### src/bss_params.svh
/*
 Offsets, field positions, reset values and decode constants for the
 boot strap source select block.
 Assumes inclusion by the package and the design modules of the block.
*/
`ifndef BSS_PARAMS_SVH
`define BSS_PARAMS_SVH

// ----------------------------------------------------------------------
// Strap field positions
// ----------------------------------------------------------------------
`define BSS_STRAP_W 16
`define BSS_XTAL_MSB 15
`define BSS_XTAL_LSB 14
`define BSS_RSV_MSB 13
`define BSS_RSV_LSB 12
`define BSS_RSV_OK 2'h0
`define BSS_AUX_BIT 5
`define BSS_PAT_MSB 4
`define BSS_PAT_LSB 0
`define BSS_PAT_DEFAULT 5'h1C
`define BSS_PAT_ALT 5'h18

// Crystal frequency in kHz per strap code
`define BSS_XTAL_KHZ_0 16'h4B00
`define BSS_XTAL_KHZ_1 16'h5DC0
`define BSS_XTAL_KHZ_2 16'h61A8
`define BSS_XTAL_KHZ_3 16'h6590

// ----------------------------------------------------------------------
// Register map (byte offsets) and fields
// ----------------------------------------------------------------------
`define BSS_OFF_STRAP 4'h0
`define BSS_OFF_STATUS 4'h4
`define BSS_OFF_ORDER 4'h8
`define BSS_OFF_CONTROL 4'hC
`define BSS_ST_XTAL_MSB 15
`define BSS_ST_XTAL_LSB 0
`define BSS_ST_AUX 16
`define BSS_ST_RSVERR 17
`define BSS_ST_KNOWN 18
`define BSS_ST_VALID 19
`define BSS_ORD_MSB 11
`define BSS_CTL_ATT_MSB 1
`define BSS_CTL_ATT_LSB 0
`define BSS_CTL_AUXOFF 8
`define BSS_CTL_ATT_RST 2'h0
`define BSS_CTL_AUXOFF_RST 1'h0
`define BSS_HSIZE_WORD 3'h2

`endif

### src/bss_pkg.sv
/*
 Types shared by the boot strap source select modules.
 Assumes bss_params.svh is on the include path.
*/
`include "bss_params.svh"

package bss_pkg;

   // Boot sources the ROM may try
   typedef enum logic [2:0] {
      SRC_NONE = 3'h0,
      SRC_ONBOARD_FLASH = 3'h1,
      SRC_REMOVABLE_CARD = 3'h2,
      SRC_FIRST_SERIAL = 3'h3,
      SRC_FIRST_USB = 3'h4,
      SRC_FIRST_SPI = 3'h5
   } bss_src_e;

   // Slot 0 is tried first
   typedef bss_src_e [3:0] bss_order_t;

   typedef enum logic [1:0] {
      ST_CAPTURE = 2'b01,
      ST_RUN = 2'b10
   } bss_state_e;

   typedef struct packed {
      logic [15:0] xtal_khz;
      logic aux_en;
      logic rsv_err;
      logic order_known;
      bss_order_t order;
   } bss_decode_s;

   typedef struct packed {
      logic done;
      logic [`BSS_STRAP_W-1:0] value;
   } bss_cap_s;

   typedef struct packed {
      logic sel;
      logic write;
      logic mapped;
      logic word;
      logic [3:0] addr;
   } bss_dphase_s;

endpackage : bss_pkg

### src/bss_strap_capture.sv
/*
 One-shot capture of the boot strap pins after reset release.
 Assumes the pins are synchronous to hclk and settled at release.
*/
`include "bss_params.svh"
module bss_strap_capture import bss_pkg::*; (
   input wire logic hclk,
   input wire logic hresetn,
   input wire logic [`BSS_STRAP_W-1:0] boot_strap_bus,
   output logic cap_done,
   output logic [`BSS_STRAP_W-1:0] cap_value
);

   bss_cap_s r_reg;
   bss_cap_s r_next;

   // Sample once; later pin activity (header drivers) is ignored
   always_comb begin
      r_next = r_reg;
      if (!r_reg.done) begin
         r_next.value = boot_strap_bus;
         r_next.done = 1'b1;
      end
   end

   // Pins are caught by the clock, never by the reset itself
   always_ff @(posedge hclk or negedge hresetn) begin
      if (!hresetn) begin
         r_reg <= '0;
      end else begin
         r_reg <= r_next;
      end
   end

   assign cap_done = r_reg.done;
   assign cap_value = r_reg.value;

endmodule : bss_strap_capture

### src/bss_boot_decode.sv
/*
 Decodes captured strap bits into crystal rate, clock enable and order.
 Assumes a stable strap word at its input.
*/
`include "bss_params.svh"
module bss_boot_decode import bss_pkg::*; (
   input wire logic [`BSS_STRAP_W-1:0] strap,
   output bss_decode_s dec
);

   // Only 15:12, 5 and 4:0 are looked at; 11:6 never reach the decode
   always_comb begin
      dec = '0;
      unique case (strap[`BSS_XTAL_MSB:`BSS_XTAL_LSB])
         2'h0: dec.xtal_khz = `BSS_XTAL_KHZ_0;
         2'h1: dec.xtal_khz = `BSS_XTAL_KHZ_1;
         2'h2: dec.xtal_khz = `BSS_XTAL_KHZ_2;
         2'h3: dec.xtal_khz = `BSS_XTAL_KHZ_3;
      endcase
      dec.rsv_err = strap[`BSS_RSV_MSB:`BSS_RSV_LSB] != `BSS_RSV_OK;
      dec.aux_en = strap[`BSS_AUX_BIT];
      // Patterns other than the two known ones leave the order empty
      case (strap[`BSS_PAT_MSB:`BSS_PAT_LSB])
         `BSS_PAT_DEFAULT: begin
            dec.order_known = 1'b1;
            dec.order[0] = SRC_ONBOARD_FLASH;
            dec.order[1] = SRC_REMOVABLE_CARD;
            dec.order[2] = SRC_FIRST_SERIAL;
            dec.order[3] = SRC_FIRST_USB;
         end
         `BSS_PAT_ALT: begin
            dec.order_known = 1'b1;
            dec.order[0] = SRC_FIRST_SPI;
            dec.order[1] = SRC_REMOVABLE_CARD;
            dec.order[2] = SRC_FIRST_USB;
            dec.order[3] = SRC_FIRST_SERIAL;
         end
         default: begin
            dec.order_known = 1'b0;
         end
      endcase
   end

endmodule : bss_boot_decode

### src/bss_top.sv
/*
 Boot strap source select: captures the strap word after reset, decodes
 crystal rate, auxiliary clock enable and boot order, and exposes them
 over an AHB-Lite slave. Software picks which boot attempt is current
 and may force the auxiliary clock off.
 Assumes one 200 MHz clock, strap pins synchronous and settled at reset
 release, and a single-master AHB-Lite bus doing word transfers.
*/
// Summary of operation
// Read straps at power-up to pick order
// Bits 15:14 select crystal 19.2/24/25/26 MHz
// Board must strap bits 13:12 to 00b
// Bits 11:6 do not affect boot decode
// Bit 5 gates the auxiliary clock output
// 11100b: flash, card, serial, USB
// 11000b: SPI, card, USB, serial
// Boot switch pulls one strap bit low
// Header overrides released with board reset; board model drives them two cycles past release
// Captured straps held until next reset
`include "bss_params.svh"
module bss_top import bss_pkg::*; (
   input wire logic hclk,
   input wire logic hresetn,
   input wire logic hsel,
   input wire logic [31:0] haddr,
   input wire logic [1:0] htrans,
   input wire logic hwrite,
   input wire logic [2:0] hsize,
   input wire logic [31:0] hwdata,
   input wire logic hready,
   output logic [31:0] hrdata,
   output logic hreadyout,
   output logic hresp,
   input wire logic [`BSS_STRAP_W-1:0] boot_strap_bus,
   output logic strap_valid,
   output logic [15:0] xtal_khz,
   output logic strap_reserved_error,
   output logic boot_order_known,
   output bss_order_t boot_order,
   output bss_src_e boot_source,
   output logic aux_clock_output
);

   // ------------------------------------------------------------------
   // State
   // ------------------------------------------------------------------
   typedef struct packed {
      bss_state_e state;
      logic [`BSS_STRAP_W-1:0] strap;
      bss_decode_s dec;
      logic [1:0] attempt;
      logic aux_off;
      bss_src_e cur_src;
      logic aux_out;
      bss_dphase_s dp;
      logic [31:0] hrdata;
      logic hreadyout;
      logic hresp;
   } bss_top_s;

   bss_top_s r_reg;
   bss_top_s r_next;
   logic cap_done;
   logic [`BSS_STRAP_W-1:0] cap_value;
   bss_decode_s dec_out;

   // ------------------------------------------------------------------
   // Capture and decode
   // ------------------------------------------------------------------
   bss_strap_capture u_capture (
      .hclk(hclk),
      .hresetn(hresetn),
      .boot_strap_bus(boot_strap_bus),
      .cap_done(cap_done),
      .cap_value(cap_value)
   );

   bss_boot_decode u_decode (
      .strap(cap_value),
      .dec(dec_out)
   );

   // ------------------------------------------------------------------
   // Next state
   // ------------------------------------------------------------------
   // Zero-wait slave: read data is built from the next state so that a
   // read right after a control write already sees the new value
   always_comb begin
      r_next = r_reg;
      r_next.hreadyout = 1'b1;
      r_next.hresp = 1'b0;
      // Decoded word is latched once and then frozen
      unique case (r_reg.state)
         ST_CAPTURE: begin
            if (cap_done) begin
               r_next.state = ST_RUN;
               r_next.strap = cap_value;
               r_next.dec = dec_out;
            end
         end
         ST_RUN: begin
            r_next.state = ST_RUN;
         end
      endcase
      // Data phase of a word write to the control register
      if (r_reg.dp.sel && r_reg.dp.write && r_reg.dp.mapped &&
          r_reg.dp.word && r_reg.dp.addr == `BSS_OFF_CONTROL) begin
         r_next.attempt = hwdata[`BSS_CTL_ATT_MSB:`BSS_CTL_ATT_LSB];
         r_next.aux_off = hwdata[`BSS_CTL_AUXOFF];
      end
      // Current source follows the captured order and attempt index
      if (r_next.state == ST_RUN) begin
         r_next.cur_src = r_next.dec.order[r_next.attempt];
      end else begin
         r_next.cur_src = SRC_NONE;
      end
      // Clock stays off until straps are known, whatever software asks
      r_next.aux_out = (r_next.state == ST_RUN) & r_next.dec.aux_en &
                       ~r_next.aux_off;
      // Address phase
      r_next.dp.sel = hsel & htrans[1] & hready;
      r_next.dp.write = hwrite;
      r_next.dp.mapped = haddr[31:4] == 28'h0;
      r_next.dp.word = hsize == `BSS_HSIZE_WORD;
      r_next.dp.addr = haddr[3:0];
      // Unmapped or other offsets read as zero
      r_next.hrdata = 32'h0;
      if (r_next.dp.sel && !hwrite && r_next.dp.mapped) begin
         case (haddr[3:0])
            `BSS_OFF_STRAP: begin
               r_next.hrdata[`BSS_STRAP_W-1:0] = r_next.strap;
            end
            `BSS_OFF_STATUS: begin
               r_next.hrdata[`BSS_ST_XTAL_MSB:`BSS_ST_XTAL_LSB] =
                  r_next.dec.xtal_khz;
               r_next.hrdata[`BSS_ST_AUX] = r_next.dec.aux_en;
               r_next.hrdata[`BSS_ST_RSVERR] = r_next.dec.rsv_err;
               r_next.hrdata[`BSS_ST_KNOWN] = r_next.dec.order_known;
               r_next.hrdata[`BSS_ST_VALID] = r_next.state == ST_RUN;
            end
            `BSS_OFF_ORDER: begin
               r_next.hrdata[`BSS_ORD_MSB:0] = r_next.dec.order;
            end
            `BSS_OFF_CONTROL: begin
               r_next.hrdata[`BSS_CTL_ATT_MSB:`BSS_CTL_ATT_LSB] =
                  r_next.attempt;
               r_next.hrdata[`BSS_CTL_AUXOFF] = r_next.aux_off;
            end
            default: begin
               r_next.hrdata = 32'h0;
            end
         endcase
      end
   end

   // ------------------------------------------------------------------
   // Registers
   // ------------------------------------------------------------------
   // Reset gives constants only; straps are taken by the capture unit
   always_ff @(posedge hclk or negedge hresetn) begin
      if (!hresetn) begin
         r_reg <= '0;
         r_reg.state <= ST_CAPTURE;
         r_reg.attempt <= `BSS_CTL_ATT_RST;
         r_reg.aux_off <= `BSS_CTL_AUXOFF_RST;
         r_reg.hreadyout <= 1'b1;
      end else begin
         r_reg <= r_next;
      end
   end

   // Outputs straight from the state register
   assign hrdata = r_reg.hrdata;
   assign hreadyout = r_reg.hreadyout;
   assign hresp = r_reg.hresp;
   assign strap_valid = r_reg.state[1]; // One-hot bit of ST_RUN
   assign xtal_khz = r_reg.dec.xtal_khz;
   assign strap_reserved_error = r_reg.dec.rsv_err;
   assign boot_order_known = r_reg.dec.order_known;
   assign boot_order = r_reg.dec.order;
   assign boot_source = r_reg.cur_src;
   assign aux_clock_output = r_reg.aux_out;

   // ------------------------------------------------------------------
   // Checks
   // ------------------------------------------------------------------
   a_capture_to_run: assert property (
      @(posedge hclk) disable iff (!hresetn)
      $rose(cap_done) |=> r_reg.state == ST_RUN &&
                          r_reg.strap == $past(cap_value))
      else $error("strap word not taken one cycle after capture");

   a_strap_frozen: assert property (
      @(posedge hclk) disable iff (!hresetn)
      r_reg.state == ST_RUN |=> r_reg.state == ST_RUN &&
                                $stable(r_reg.strap) && $stable(r_reg.dec))
      else $error("captured straps changed after capture");

   a_xtal_decode: assert property (
      @(posedge hclk) disable iff (!hresetn)
      r_reg.state == ST_RUN |->
         r_reg.dec.xtal_khz ==
         (r_reg.strap[15:14] == 2'h0 ? 16'h4B00 :
          r_reg.strap[15:14] == 2'h1 ? 16'h5DC0 :
          r_reg.strap[15:14] == 2'h2 ? 16'h61A8 : 16'h6590))
      else $error("crystal rate does not match strap code");

   a_dont_care: assert property (
      @(posedge hclk) disable iff (!hresetn)
      r_reg.state == ST_RUN |->
         r_reg.dec.order_known == (r_reg.strap[4:0] == 5'h1C ||
                                   r_reg.strap[4:0] == 5'h18))
      else $error("order validity depends on more than bits 4:0");

   a_aux_enable: assert property (
      @(posedge hclk) disable iff (!hresetn)
      aux_clock_output == (r_reg.state == ST_RUN && r_reg.strap[5] &&
                           !r_reg.aux_off))
      else $error("auxiliary clock enable does not follow strap bit 5");

   a_default_order: assert property (
      @(posedge hclk) disable iff (!hresetn)
      r_reg.state == ST_RUN && r_reg.strap[4:0] == 5'h1C |->
         boot_order[0] == SRC_ONBOARD_FLASH &&
         boot_order[1] == SRC_REMOVABLE_CARD &&
         boot_order[2] == SRC_FIRST_SERIAL &&
         boot_order[3] == SRC_FIRST_USB)
      else $error("default boot order wrong");

   a_alt_order: assert property (
      @(posedge hclk) disable iff (!hresetn)
      r_reg.state == ST_RUN && r_reg.strap[4:0] == 5'h18 |->
         boot_order[0] == SRC_FIRST_SPI &&
         boot_order[1] == SRC_REMOVABLE_CARD &&
         boot_order[2] == SRC_FIRST_USB &&
         boot_order[3] == SRC_FIRST_SERIAL)
      else $error("alternate boot order wrong");

   a_source_select: assert property (
      @(posedge hclk) disable iff (!hresetn)
      r_reg.state == ST_RUN |-> boot_source == boot_order[r_reg.attempt])
      else $error("current boot source not taken from the order");

   // ------------------------------------------------------------------
   // Bus and hold checks
   // ------------------------------------------------------------------
   a_bus_okay: assert property (
      @(posedge hclk) disable iff (!hresetn)
      hreadyout && !hresp)
      else $error("bus answer is not zero-wait OKAY");

   a_idle_read_zero: assert property (
      @(posedge hclk) disable iff (!hresetn)
      !(hsel && htrans[1] && hready && !hwrite) |=> hrdata == 32'h0)
      else $error("read data not zero outside a read data phase");

   // Status word must carry the frozen decode, not a fresh one
   a_status_read: assert property (
      @(posedge hclk) disable iff (!hresetn)
      hsel && htrans[1] && hready && !hwrite &&
      haddr == {28'h0, `BSS_OFF_STATUS} |=>
         hrdata[`BSS_ST_VALID] == (r_reg.state == ST_RUN) &&
         hrdata[`BSS_ST_XTAL_MSB:`BSS_ST_XTAL_LSB] == r_reg.dec.xtal_khz)
      else $error("status read does not show the captured decode");

   a_valid_level: assert property (
      @(posedge hclk) disable iff (!hresetn)
      strap_valid |=> strap_valid)
      else $error("valid strap word lost without a reset");

   a_capture_once: assert property (
      @(posedge hclk) disable iff (!hresetn)
      cap_done |=> cap_done && $stable(cap_value))
      else $error("capture unit sampled the pins a second time");

   a_no_source_early: assert property (
      @(posedge hclk) disable iff (!hresetn)
      r_reg.state == ST_CAPTURE |->
         boot_source == SRC_NONE && !aux_clock_output && !strap_valid)
      else $error("boot source or clock shown before straps are known");

   a_unknown_empty: assert property (
      @(posedge hclk) disable iff (!hresetn)
      r_reg.state == ST_RUN && !boot_order_known |->
         boot_order == '0 && boot_source == SRC_NONE)
      else $error("unknown strap pattern left a boot order behind");

   a_ignored_bits: assert property (
      @(posedge hclk) disable iff (!hresetn)
      r_reg.state == ST_RUN |->
         r_reg.dec.order_known == (r_reg.strap[4:3] == 2'h3 &&
                                   r_reg.strap[1:0] == 2'h0))
      else $error("order decode depends on bits outside 4:0");

   a_ctrl_write: assert property (
      @(posedge hclk) disable iff (!hresetn)
      r_reg.dp.sel && r_reg.dp.write && r_reg.dp.mapped && r_reg.dp.word &&
      r_reg.dp.addr == `BSS_OFF_CONTROL |=>
         r_reg.attempt == $past(hwdata[`BSS_CTL_ATT_MSB:`BSS_CTL_ATT_LSB]) &&
         r_reg.aux_off == $past(hwdata[`BSS_CTL_AUXOFF]))
      else $error("control write did not land");

   a_write_refused: assert property (
      @(posedge hclk) disable iff (!hresetn)
      !(r_reg.dp.sel && r_reg.dp.write && r_reg.dp.mapped &&
        r_reg.dp.word && r_reg.dp.addr == `BSS_OFF_CONTROL) |=>
         $stable(r_reg.attempt) && $stable(r_reg.aux_off))
      else $error("control word changed without a word write");

endmodule : bss_top

### config.mk
export PLATFORM = sky130hd
export DESIGN_NAME = bss_top
export DESIGN_NICKNAME = d
export VERILOG_FILES = /design/src/bss_pkg.sv /design/src/bss_strap_capture.sv /design/src/bss_boot_decode.sv /design/src/bss_top.sv
export VERILOG_INCLUDE_DIRS = /design/src
export SDC_FILE = /design/constraint.sdc
export NUM_CORES = 1
export LEC_CHECK = 0
export ABC_CLOCK_PERIOD_IN_PS = 2300
export BUFFER_PORTS_ARGS = -buffer_cell sky130_fd_sc_hd__buf_2
export CORE_MARGIN = 4
export CORE_UTILIZATION = 50
export DETAILED_ROUTE_END_ITERATION = 8
export PLACE_DENSITY = 0.8
export SLEW_MARGIN = 20
export SYNTH_ARGS = -nofsm -noshare
export SYNTH_HDL_FRONTEND = slang
export SYNTH_SLANG_ARGS = --single-unit
### constraint.sdc
create_clock -name hclk -period 2.3 [get_ports hclk]
set_input_delay 0.46 -clock hclk [delete_from_list [all_inputs] [get_ports hclk]]
set_output_delay 0.46 -clock hclk [all_outputs]
set_load 0.03 [all_outputs]
# ---- Yosys cells after proc, flatten, opt, wreduce, memory -nomap -nowiden
# Index checks and enable logic that the tools add are counted.
dict set report word_totals {
  in_bits 90
  output_inout_bits 69
  reg_bits 113
  wordCells 70
}
dict set report classes {
  mux 17
  n_lt_le_gt_ge 1
  bitwise 5
  eq_ne 13
  n_reduce_logical 12
}
# op count
set ops {}
lappend ops {{$pmux W16 S4} 1}
lappend ops {{$mux W49} 1}
lappend ops {{$mux W47} 1}
lappend ops {{$logic_not A28 Y1} 1}
lappend ops {{$pmux W12 S2} 1}
lappend ops {{$mux W20} 1}
lappend ops {{$pmux W6 S3} 1}
lappend ops {{$eq A4 B4 Y1 const B} 3}
lappend ops {{$eq A5 B5 Y1 const B} 2}
lappend ops {{$mux W3} 3}
lappend ops {{$pmux W3 S3} 1}
lappend ops {{$eq A2 B2 Y1 const B} 4}
lappend ops {{$pmux W2 S4} 1}
lappend ops {{$pmux W4 S2} 1}
lappend ops {{$bmux W3 S2} 1}
lappend ops {{$logic_and A1 B1 Y1} 6}
lappend ops {{$and A1 B1 Y1} 4}
lappend ops {{$eq A2 B1 Y1 const B} 2}
lappend ops {{$eq A4 B3 Y1 const B} 1}
lappend ops {{$logic_not A4 Y1} 1}
lappend ops {{$mux W4} 1}
lappend ops {{$pmux W1 S4} 1}
lappend ops {{$pmux W2 S2} 1}
lappend ops {{$eq A3 B2 Y1 const B} 1}
lappend ops {{7 further kinds} 7}

# ---- Depth between registers and ports, before layout
# Gate-level depths: netlist (run 1).
dict set report depth {
  depth_word 8
  ltp_mapped 8
  depth_no_buf 6
}

# ---- Hierarchy
# A second synthesis (run 1) with hierarchy kept.
dict set report unflattened {
  cells_unflattened 380
  area_unflattened_um2 4792.1
}
# mod instances seq_area_each_um2 cells_each area_each_um2
set by_module_without_submodules {}
lappend by_module_without_submodules {bss_top 1 2103.3 311 3893.7}
lappend by_module_without_submodules {bss_strap_capture 1 425.4 36 678.2}
lappend by_module_without_submodules {bss_boot_decode 1 0.0 33 220.2}

# ---- Least setup slack after synthesis (run 1)
# No wires, ideal clock.
dict set report synth_timing {
  kind {reg-to-reg}
  start {register r_reg[34] in the netlist's numbering}
  end {register r_reg (netlist bit boot_source[0])}
  path_buffers 1
  required_ps 2204
  setup_time_ps 96
  synth_period_minus_slack_ps 1850
  stages_incl_launch_ff 7
  arrival_ps 1754
  path_slack_ps 450
  path_cell_list {dfrtp_1 nand4bb_4 or3_4 and2_1 buf_6 mux2_4 a311oi_2}
}
# element line_no
set synth_rtl {}
lappend synth_rtl {{from (decl)} bss_top.sv:61} ;# bss_top_s r_reg;
lappend synth_rtl {{from (signal assigned)} bss_top.sv:168} ;# r_reg <= r_next;

==> impl_metrics.ini, run 1 <==
[status]
outcome = finished clean

[drt]
drt_first_pass_iters = 4
via_count = 3139
finalWirelength_um = 10000
wire_per_inst_um = 16.6
vias_per_cell = 5.21
post-route-drc-count = 0
ant_nets = 0
drtIter0Drc = 134

[yosys]
async_reset_ff_frac = 1.00
synth_cell_types = 51
synth-compound-area-share = 0.0820
synth_area_mm2 = 0.00450
synth_warnings = 0
synth_area_per_cell_um2 = 10.7
synth_edf_count = 0
synthFlopType = dfrtp_1
synth_xor_area_frac = 0
synth_top_family_by_area = simple AND/OR/NAND/NOR gates
synthMuxAreaShare = 0.0598
synth_fa_ha_area_frac = 0
synth_seq_cells = 101
seq_area_frac_synth = 0.562
netlist_instances = 420
synth-simple-area-share = 0.163

[cts]
cts-root-buf = clkbuf_8
tritoncts = done
cts_setup_buffers = 0
clk_pin_slew_ns = 0.09
cts-resized-gates = 0
clk_latency_ns = 0.36
cts_buffer_depth = 2
ctsHtreeMaxLevel = 3
cts_made_buffers = 9
cts_sinks = 101
hold_buffers = 0

[sta]
slew_headroom = 0.645
setup_viol = 0
timing.fmax_mhz = 488
final-max-slew-violation-count = 0
grt_setup_unrepaired = false
clock_skew_ns = 0.00949
fin_crit_ns = 2.05
hold_ws_ns = 0.0648
finalHoldViolations = 0
worst_pin_slew_ns = 0.528
tns_ns = 0
period_share = 0.891

[placed_design]
hpwl_um = 7510
dpl_cell_area_mm2 = 0.00483
port-buffer-count = 114
gp_congestion = 0.925

[floorplan]
core_mm2 = 0.00872
dieArea_mm2 = 0.0106
dieHeight_um = 103
top_level_ports = 159
fp-row-count = 34
start_util = 0.516
die_w_um = 103

[finish]
layout_commonest_cell = buf_2
num_antenna_cells = 0
nNetsFinal = 580
design_area_mm2 = 0.00501
fillers = 774
drive_gt1_frac = 0.338
multi_input_area_mm2 = 0.00144
largest_reg_flops = 29
regArea_mm2 = 0.00253
final_cell_mix = buf_2, dfrtp_1, nand2_1
area_growth_pct = 11.4

[global_route]
grt_max_degree = 42
grt_pass1_vias = 3261
grt_overflow = 0
grt_pass1_wl_um = 16000
grt_usage = 0.201
antenna_found_initial = 0

[critical_path]
r2r-start = r_reg[34]
worstSetupStartpoint = r_reg[34]
critPathSlowestCell = or3_4
cp-start-kind = flip-flop
path_cells = nand4bb_4 -> or3_4 -> and2_1 -> mux2_4 -> a311oi_2
cp.arrival_ns = 2.31
worstPathRequired_ns = 2.56
crit_type = reg2reg
critPathMaxFanout = 6
cpPeakStageDelay_ns = 0.42
end_kind = flip-flop

[pwr]
power.density_mw_per_mm2 = 618
leakage_nw = 2.75
swShare = 0.232
pwr-share-comb = 0.061
irDropWorstVdd_mv = 0.303
p_clk_frac = 0.344
p_switching_w = 0.000718
total_power_w = 0.00310
internal_power_w = 0.00238
p_seq_frac = 0.594

[job]
max_cap_violations = 0

[hold_path]
hp-class = in2async
==> worst max-delay path, delay by kind of cell, from the launching register on <==
kind	cells	cell delay [ns]
compound gates	1	0.29
flops	1	0.39
simple gates	3	0.92
mux	1	0.34
==> stage by stage <==
stage / util / cells / setup slack [ns]
4_1_cts: 0.575 / 602 / 0.250
6_report: 0.575 / 602 / 0.250
2_1_floorplan: - / 433 / 0.450
3_5_place_dp: 0.554 / 587 / 0.195
5_1_grt: 0.575 / 602 / 0.160
3_3_place_gp: 0.554 / 587 / 0.295
==> power groups by stage <==
stage               combinational, W  clock (W)  sequential [W]
global placement            0.000187          0         0.00187
finish                      0.000190    0.00107         0.00184
CTS                         0.000194    0.00108         0.00184
global route                0.000213    0.00116         0.00185
detailed placement          0.000193          0         0.00188
floorplan                   0.000106          0         0.00186
==> logic make-up after synthesis <==
family                 count (synthesis)
AND/OR/NAND/NOR                      151
other                                  2
multiplexers                          23
AO/OA/AOI/OAI                         53
flip-flops                           101
buffers and inverters                 90
==> cell type report <==
class	instances	share of cell area
sequential	101	0.504
multi-input combinational	242	0.286
timing repair buffer	125	0.138
tap	108	0.0269
clock buffer	10	0.0254
clock inverter	5	0.0105
inverter	11	0.00823
==> routing by layer <==
layer / GRT usage / up-vias / wire length (um)
met1: 0.255 / 1540 / 3890
met2: 0.327 / 113 / 5050
li1: - / 1471 / -
met5: 0 / - / 0
met3: 0.0555 / 15 / 860
met4: 0.0797 / 0 / 191
==> cell usage after synthesis (2+ instances only) <==
library cell | count | area share
a21o_1 | 7 | 0.012
and3_1 | 3 | 0.0042
o21ai_0 | 6 | 0.0067
buf_4 | 65 | 0.11
nand4_1 | 2 | 0.0028
buf_2 | 2 | 0.0022
buf_1 | 2 | 0.0017
clkbuf_1 | 9 | 0.0075
nor2_1 | 11 | 0.0092
conb_1 | 2 | 0.0017
nor3_1 | 5 | 0.0056
dfrtp_1 | 100 | 0.56
mux2i_1 | 4 | 0.0089
a31oi_1 | 2 | 0.0028
nand3_1 | 7 | 0.0078
inv_1 | 11 | 0.0092
a22o_1 | 2 | 0.0039
a21oi_1 | 13 | 0.014
and2_1 | 10 | 0.014
a22oi_1 | 7 | 0.012
nor4_1 | 8 | 0.011
a221oi_1 | 2 | 0.0039
mux2_2 | 17 | 0.043
nand2b_1 | 3 | 0.0042
o21a_1 | 4 | 0.0067
nor2b_1 | 3 | 0.0042
nand2_1 | 89 | 0.074
==> path summary, 6_finish.rpt <==
| path | end | slack, ns | cells after the start |
|---|---|---|---|
| worst max-delay path | boot_source[0] | 0.25 | 5 |
| worst min-delay path | u_capture.cap_value[2] | 0.06 | 1 |
| worst max register to register | boot_source[0] | 0.25 | 5 |
| worst min register to register | r_reg[93] | 0.48 | 2 |
| max in group asynchronous | r_reg[40] | 1.55 | 2 |
| min in group hclk | r_reg[38] | 0.24 | 2 |
(Power assumes the default switching activity.)
==> run 2: changes to the inputs <==
--- a/config.mk
+++ b/config.mk
@@ -6,13 +6,15 @@
 export SDC_FILE = /design/constraint.sdc
 export NUM_CORES = 1
 export LEC_CHECK = 0
+export ABC_AREA = 1
 export ABC_CLOCK_PERIOD_IN_PS = 2300
 export BUFFER_PORTS_ARGS = -buffer_cell sky130_fd_sc_hd__buf_2
 export CORE_MARGIN = 4
 export CORE_UTILIZATION = 50
 export DETAILED_ROUTE_END_ITERATION = 8
-export PLACE_DENSITY = 0.8
+export PLACE_DENSITY = 0.79
 export SLEW_MARGIN = 20
 export SYNTH_ARGS = -nofsm -noshare
 export SYNTH_HDL_FRONTEND = slang
 export SYNTH_SLANG_ARGS = --single-unit
+export TNS_END_PERCENT = 1
==> impl_metrics.ini, run 2 <==
[status]
outcome = finished clean

[critical_path]
cp-start-kind = flip-flop
cp.arrival_ns = 2.08
r2r-start = r_reg[96]
path_depth = 8
worstPathRequired_ns = 2.56
crit_type = reg2reg
reg2reg_to = hrdata[8]
critical_path_buf_inv_count = 1
path_cells = nand3_4 -> buf_4 -> nand2_1 -> o21ai_1 -> nand2_1 -> nand2_1 -> nor2_1 -> nor2_1
cpPeakStageDelay_ns = 0.59
critPathMaxFanout = 28
end_kind = flip-flop
r2r_slack_ns = 0.48
path_delay_family = simple AND/OR/NAND/NOR gates
r2r_cells = 8
critPathSlowestCell = dfstp_2
cpMostUsedCell = nand2_1

[sta]
slew_headroom = 0.595
period_share = 0.793
finalHoldViolations = 0
timing.fmax_mhz = 548
worst_pin_slew_ns = 0.608
tns_ns = 0
setup_viol = 0
final-max-slew-violation-count = 0
clock_skew_ns = 0.00923
grt_setup_unrepaired = false
fin_crit_ns = 1.82

[pwr]
p_switching_w = 0.000779
pwr-share-comb = 0.068
irDropWorstVdd_mv = 0.237
leakage_nw = 3.00
p_clk_frac = 0.340
internal_power_w = 0.00230
swShare = 0.253
p_seq_frac = 0.593
power.density_mw_per_mm2 = 602

[finish]
area_growth_pct = 9.06
num_antenna_cells = 0
fillers = 813
drive_gt1_frac = 0.255
largest_reg_flops = 29
layout_commonest_cell = nand2_1
final_cell_mix = nand2_1, buf_2, dfrtp_1
post-route-util = 0.557
nNetsFinal = 704

[cts]
ctsHtreeMaxLevel = 3
hold_buffers = 0
cts_setup_buffers = 0
cts_made_buffers = 9
tritoncts = done
clk_latency_ns = 0.36
clk_pin_slew_ns = 0.10
cts-root-buf = clkbuf_8
cts-resized-gates = 0
cts_buffer_depth = 2
cts_sinks = 101

[floorplan]
fp-row-count = 35
die_w_um = 105
top_level_ports = 159
start_util = 0.510
dieArea_mm2 = 0.0110
core_mm2 = 0.00920
dieHeight_um = 105

[yosys]
synth_area_per_cell_um2 = 8.60
synth_seq_cells = 101
netlist_instances = 546
synthFlopType = dfrtp_1
seq_area_frac_synth = 0.539
synth_edf_count = 0
synth_area_mm2 = 0.00469
async_reset_ff_frac = 1.00
yosysTopAreaCell = dfrtp_1
synth_cell_types = 30
yosysMostFrequentCell = nand2_1
synth_common_cells = nand2_1, dfrtp_1, buf_4, nor2_1, inv_1
synth_top_area_frac = 0.533
synth.area.top_cells = dfrtp_1, nand2_1, buf_4
synth_warnings = 0

[global_route]
grt_overflow = 0
grt_max_degree = 51
grt_usage = 0.194
grt_pass1_vias = 3552
grt_pass1_wl_um = 17200
antenna_found_initial = 0

[placed_design]
gp_congestion = 0.855
hpwl_um = 7780
port-buffer-count = 114

[drt]
vias_per_cell = 4.88
wire_per_inst_um = 14.2
drt_first_pass_iters = 4
drtIter0Drc = 219
via_count = 3562
ant_nets = 0
finalWirelength_um = 10300
post-route-drc-count = 0

[hold_path]
hp-class = in2async

[job]
max_cap_violations = 0
run 2: changes by cell type in the layout (fill, tap and decap cells not counted), moves of 4 or more:
cell and delta:
nand2_1 +89, mux2_2 -17, a22oi_1 -5, a21o_1 -7, inv_1 +34, nor4_1 -7
mux2i_1 -4, and2_1 -10, nor2_1 +48, o21ai_1 +11, nand3_1 +13
run 2: layout make-up:
| cell class | count | area (um2) | area share |
|---|---|---|---|
| clock buffer | 10 | 138 | 0.0269 |
| clock inverter | 6 | 46.3 | 0.00904 |
| inverter | 48 | 180 | 0.0352 |
| multi-input combinational | 333 | 1450 | 0.283 |
| sequential | 101 | 2530 | 0.494 |
| tap | 111 | 139 | 0.0271 |
| timing repair buffer | 121 | 638 | 0.125 |
run 2: metal layers:
layer / track usage / wire (um) / share of wire / up-vias
li1: - / - / - / 1742
met1: 0.247 / 4260 / 0.41 / 1671
met2: 0.323 / 5090 / 0.49 / 131
met4: 0.0619 / 209 / 0.020 / 0
met5: 0 / 0 / 0 / -
met3: 0.0531 / 783 / 0.076 / 18
run 2: worst max path at each step:
stage                      startpoint    endpoint  slack [ns]
after floorplan           strap_valid  hrdata[11]        0.82
after global placement       haddr[1]   hrdata[6]        0.52
after detailed placement     haddr[1]   hrdata[2]        0.48
after CTS                   r_reg[96]   hrdata[2]        0.49
after global routing      strap_valid   hrdata[2]        0.33
final                       r_reg[96]   hrdata[8]        0.48
run 2: cells by family (layout without fill, tap and decap cells):
logic type / after synthesis / count (layout) / synth area share
AND/OR/NAND/NOR: 277 / 277 / 0.248
buffers and inverters: 125 / 185 / 0.163
flip-flops: 101 / 101 / 0.539
AO/OA/AOI/OAI: 41 / 41 / 0.0488
other: 2 / 15 / 0.00160
run 2: power by group through the flow:
| stage | combinational, W | clock, W | sequential [W] |
|---|---|---|---|
| finish | 0.000208 | 0.00105 | 0.00182 |
| detailed placement | 0.000210 | 0 | 0.00186 |
| CTS | 0.000211 | 0.00106 | 0.00182 |
| global placement | 0.000202 | 0 | 0.00186 |
| floorplan | 0.000117 | 0 | 0.00186 |
| global route | 0.000238 | 0.00113 | 0.00183 |
run 2: metrics by stage:
step	setup slack, ns	cells	area, um2	power, W	hold WS [ns]
floorplan	0.824	559	4740	0.00197	0.164
global placement	0.520	714	4930	0.00206	0.458
detailed placement	0.482	714	4930	0.00207	0.464
CTS	0.487	730	5120	0.00309	0.116
global route	0.332	730	5120	0.00320	0.138
finish	0.475	730	5120	0.00308	0.0926
==> run 3: changes to the inputs <==
--- a/config.mk
+++ b/config.mk
@@ -6,13 +6,13 @@
 export SDC_FILE = /design/constraint.sdc
 export NUM_CORES = 1
 export LEC_CHECK = 0
-export ABC_AREA = 1
-export ABC_CLOCK_PERIOD_IN_PS = 2300
+export ABC_AREA = 0
+export ABC_CLOCK_PERIOD_IN_PS = 1700
 export BUFFER_PORTS_ARGS = -buffer_cell sky130_fd_sc_hd__buf_2
 export CORE_MARGIN = 4
 export CORE_UTILIZATION = 50
 export DETAILED_ROUTE_END_ITERATION = 8
-export PLACE_DENSITY = 0.79
+export PLACE_DENSITY = 0.8
 export SLEW_MARGIN = 20
 export SYNTH_ARGS = -nofsm -noshare
 export SYNTH_HDL_FRONTEND = slang
==> constraint.sdc (replaced) <==
create_clock -name hclk -period 1.7 [get_ports hclk]
set_input_delay 0.34 -clock hclk [delete_from_list [all_inputs] [get_ports hclk]]
set_output_delay 0.34 -clock hclk [all_outputs]
set_load 0.03 [all_outputs]
==> impl_metrics.ini, run 3 (synthesized netlist as in run 1, its figures left out) <==
[pwr]
irDropWorstVdd_mv = 0.365
leakage_nw = 2.91
power.density_mw_per_mm2 = 849

[cts]
cts_buffer_depth = 2
cts_setup_buffers = 0
tritoncts = done
cts_sinks = 101
cts_made_buffers = 9
ctsHtreeMaxLevel = 3
cts-root-buf = clkbuf_8
clk_latency_ns = 0.37
clk_pin_slew_ns = 0.10

[critical_path]
end_kind = flip-flop
critPathMaxFanout = 6
cp.arrival_ns = 2.13
critPathSlowestCell = mux4_2
crit_type = reg2reg
worstPathRequired_ns = 2.01
worstSetupStartpoint = r_reg[35]
cpPeakStageDelay_ns = 0.46
cp-start-kind = flip-flop
r2r-start = r_reg[35]
path_cells = nand4bb_4 -> or3_4 -> and2_4 -> mux4_2 -> nor2_1

[global_route]
antenna_found_initial = 0
grt_overflow = 0
grt_usage = 0.201
grt_max_degree = 49
grt_pass1_vias = 3294
grt_pass1_wl_um = 16200

[drt]
finalWirelength_um = 10400
via_count = 3237
post-route-drc-count = 0
drt_first_pass_iters = 4
vias_per_cell = 5.15
ant_nets = 0
drtIter0Drc = 148
wire_per_inst_um = 16.5

[finish]
design_area_mm2 = 0.00531
final_cell_mix = buf_2, dfrtp_1, nand2_1
fin_cells = 628
layout_commonest_cell = buf_2
num_antenna_cells = 0
drive_gt1_frac = 0.385
post-route-util = 0.609
area_growth_pct = 18.0
nNetsFinal = 605
fillers = 716
largest_reg_flops = 29

[floorplan]
die_w_um = 103
dieHeight_um = 103
start_util = 0.516
top_level_ports = 159
fp-row-count = 34
core_mm2 = 0.00872
dieArea_mm2 = 0.0106

[sta]
grt_setup_unrepaired = true
final-max-slew-violation-count = 0
clock_skew_ns = 0.00934
fin_crit_ns = 1.82
tns_ns = -0.281
period_share = 1.07
timing.fmax_mhz = 549
setup_viol = 3
finalHoldViolations = 0
timing.final.ws_setup_ns = -0.121

[job]
max_cap_violations = 0

[status]
violations = setup timing
outcome = finished, violations left

[placed_design]
pre_cts_ws_ns = -0.205
hpwl_um = 7880
gp_congestion = 0.892
port-buffer-count = 114
place_inst = 611
dpl_cell_area_mm2 = 0.00503

[hold_path]
min-delay-start = hsize[0]
hp-class = in2reg
==> run 3: through the flow <==
step | hold slack, ns | power (W)
after floorplan | 0.0444 | 0.00266
after global placement | 0.279 | 0.00280
after detailed placement | 0.284 | 0.00282
after CTS | 0.107 | 0.00452
after global routing | 0.103 | 0.00466
final | 0.107 | 0.00451
==> run 3: metal layers <==
layer / vias up / routed length, um / global-route usage
li1: 1519 / - / -
met1: 1586 / 4000 / 0.259
met2: 115 / 5310 / 0.338
met3: 17 / 852 / 0.0386
met4: 0 / 204 / 0.0787
met5: - / 0 / 0
==> run 3: critical path, delay by kind of cell (launching register included) <==
kind	cells	cell delay, ns
AND/OR/NAND/NOR	4	0.93
multiplexers	1	0.46
flip-flops	1	0.37
==> run 3: final timing paths <==
check                                         endpoint  slack (ns)  cells after the start
max in group asynchronous                  xtal_khz[8]        0.72                      3
worst min register to register               r_reg[90]        0.48                      2
worst min-delay path                         r_reg[38]        0.11                      2
worst max register to register               hrdata[1]       -0.12                      5
worst max-delay path                         hrdata[1]       -0.12                      5
min in group asynchronous       u_capture.cap_value[1]        0.41                      2
==> run 3: final cells by class <==
type	instances	area (um2)	share of cell area
inverter	11	41.3	0.00777
clock buffer	11	151	0.0285
clock inverter	5	81.3	0.0153
sequential	101	2530	0.476
timing repair buffer	150	907	0.171
multi-input combinational	242	1470	0.276
tap	108	135	0.0254
==> run 3: power by group <==
part	leakage [nW]	switching [W]	internal (W)
logic	1.45	0.000160	0.000123
clock network	0.116	0.000827	0.000912
registers	1.35	0.0000410	0.00245
total	2.91	0.00103	0.00348
==> run 3: timing repair <==
action | CTS | global route
hold buffers | 1 | 0
endpoints found under the hold margin | 26 | 0
endpoints found under the setup margin | 7 | 17
pin swaps | 4 | 0
resized for setup | 4 | 10
cloned | 0 | 0
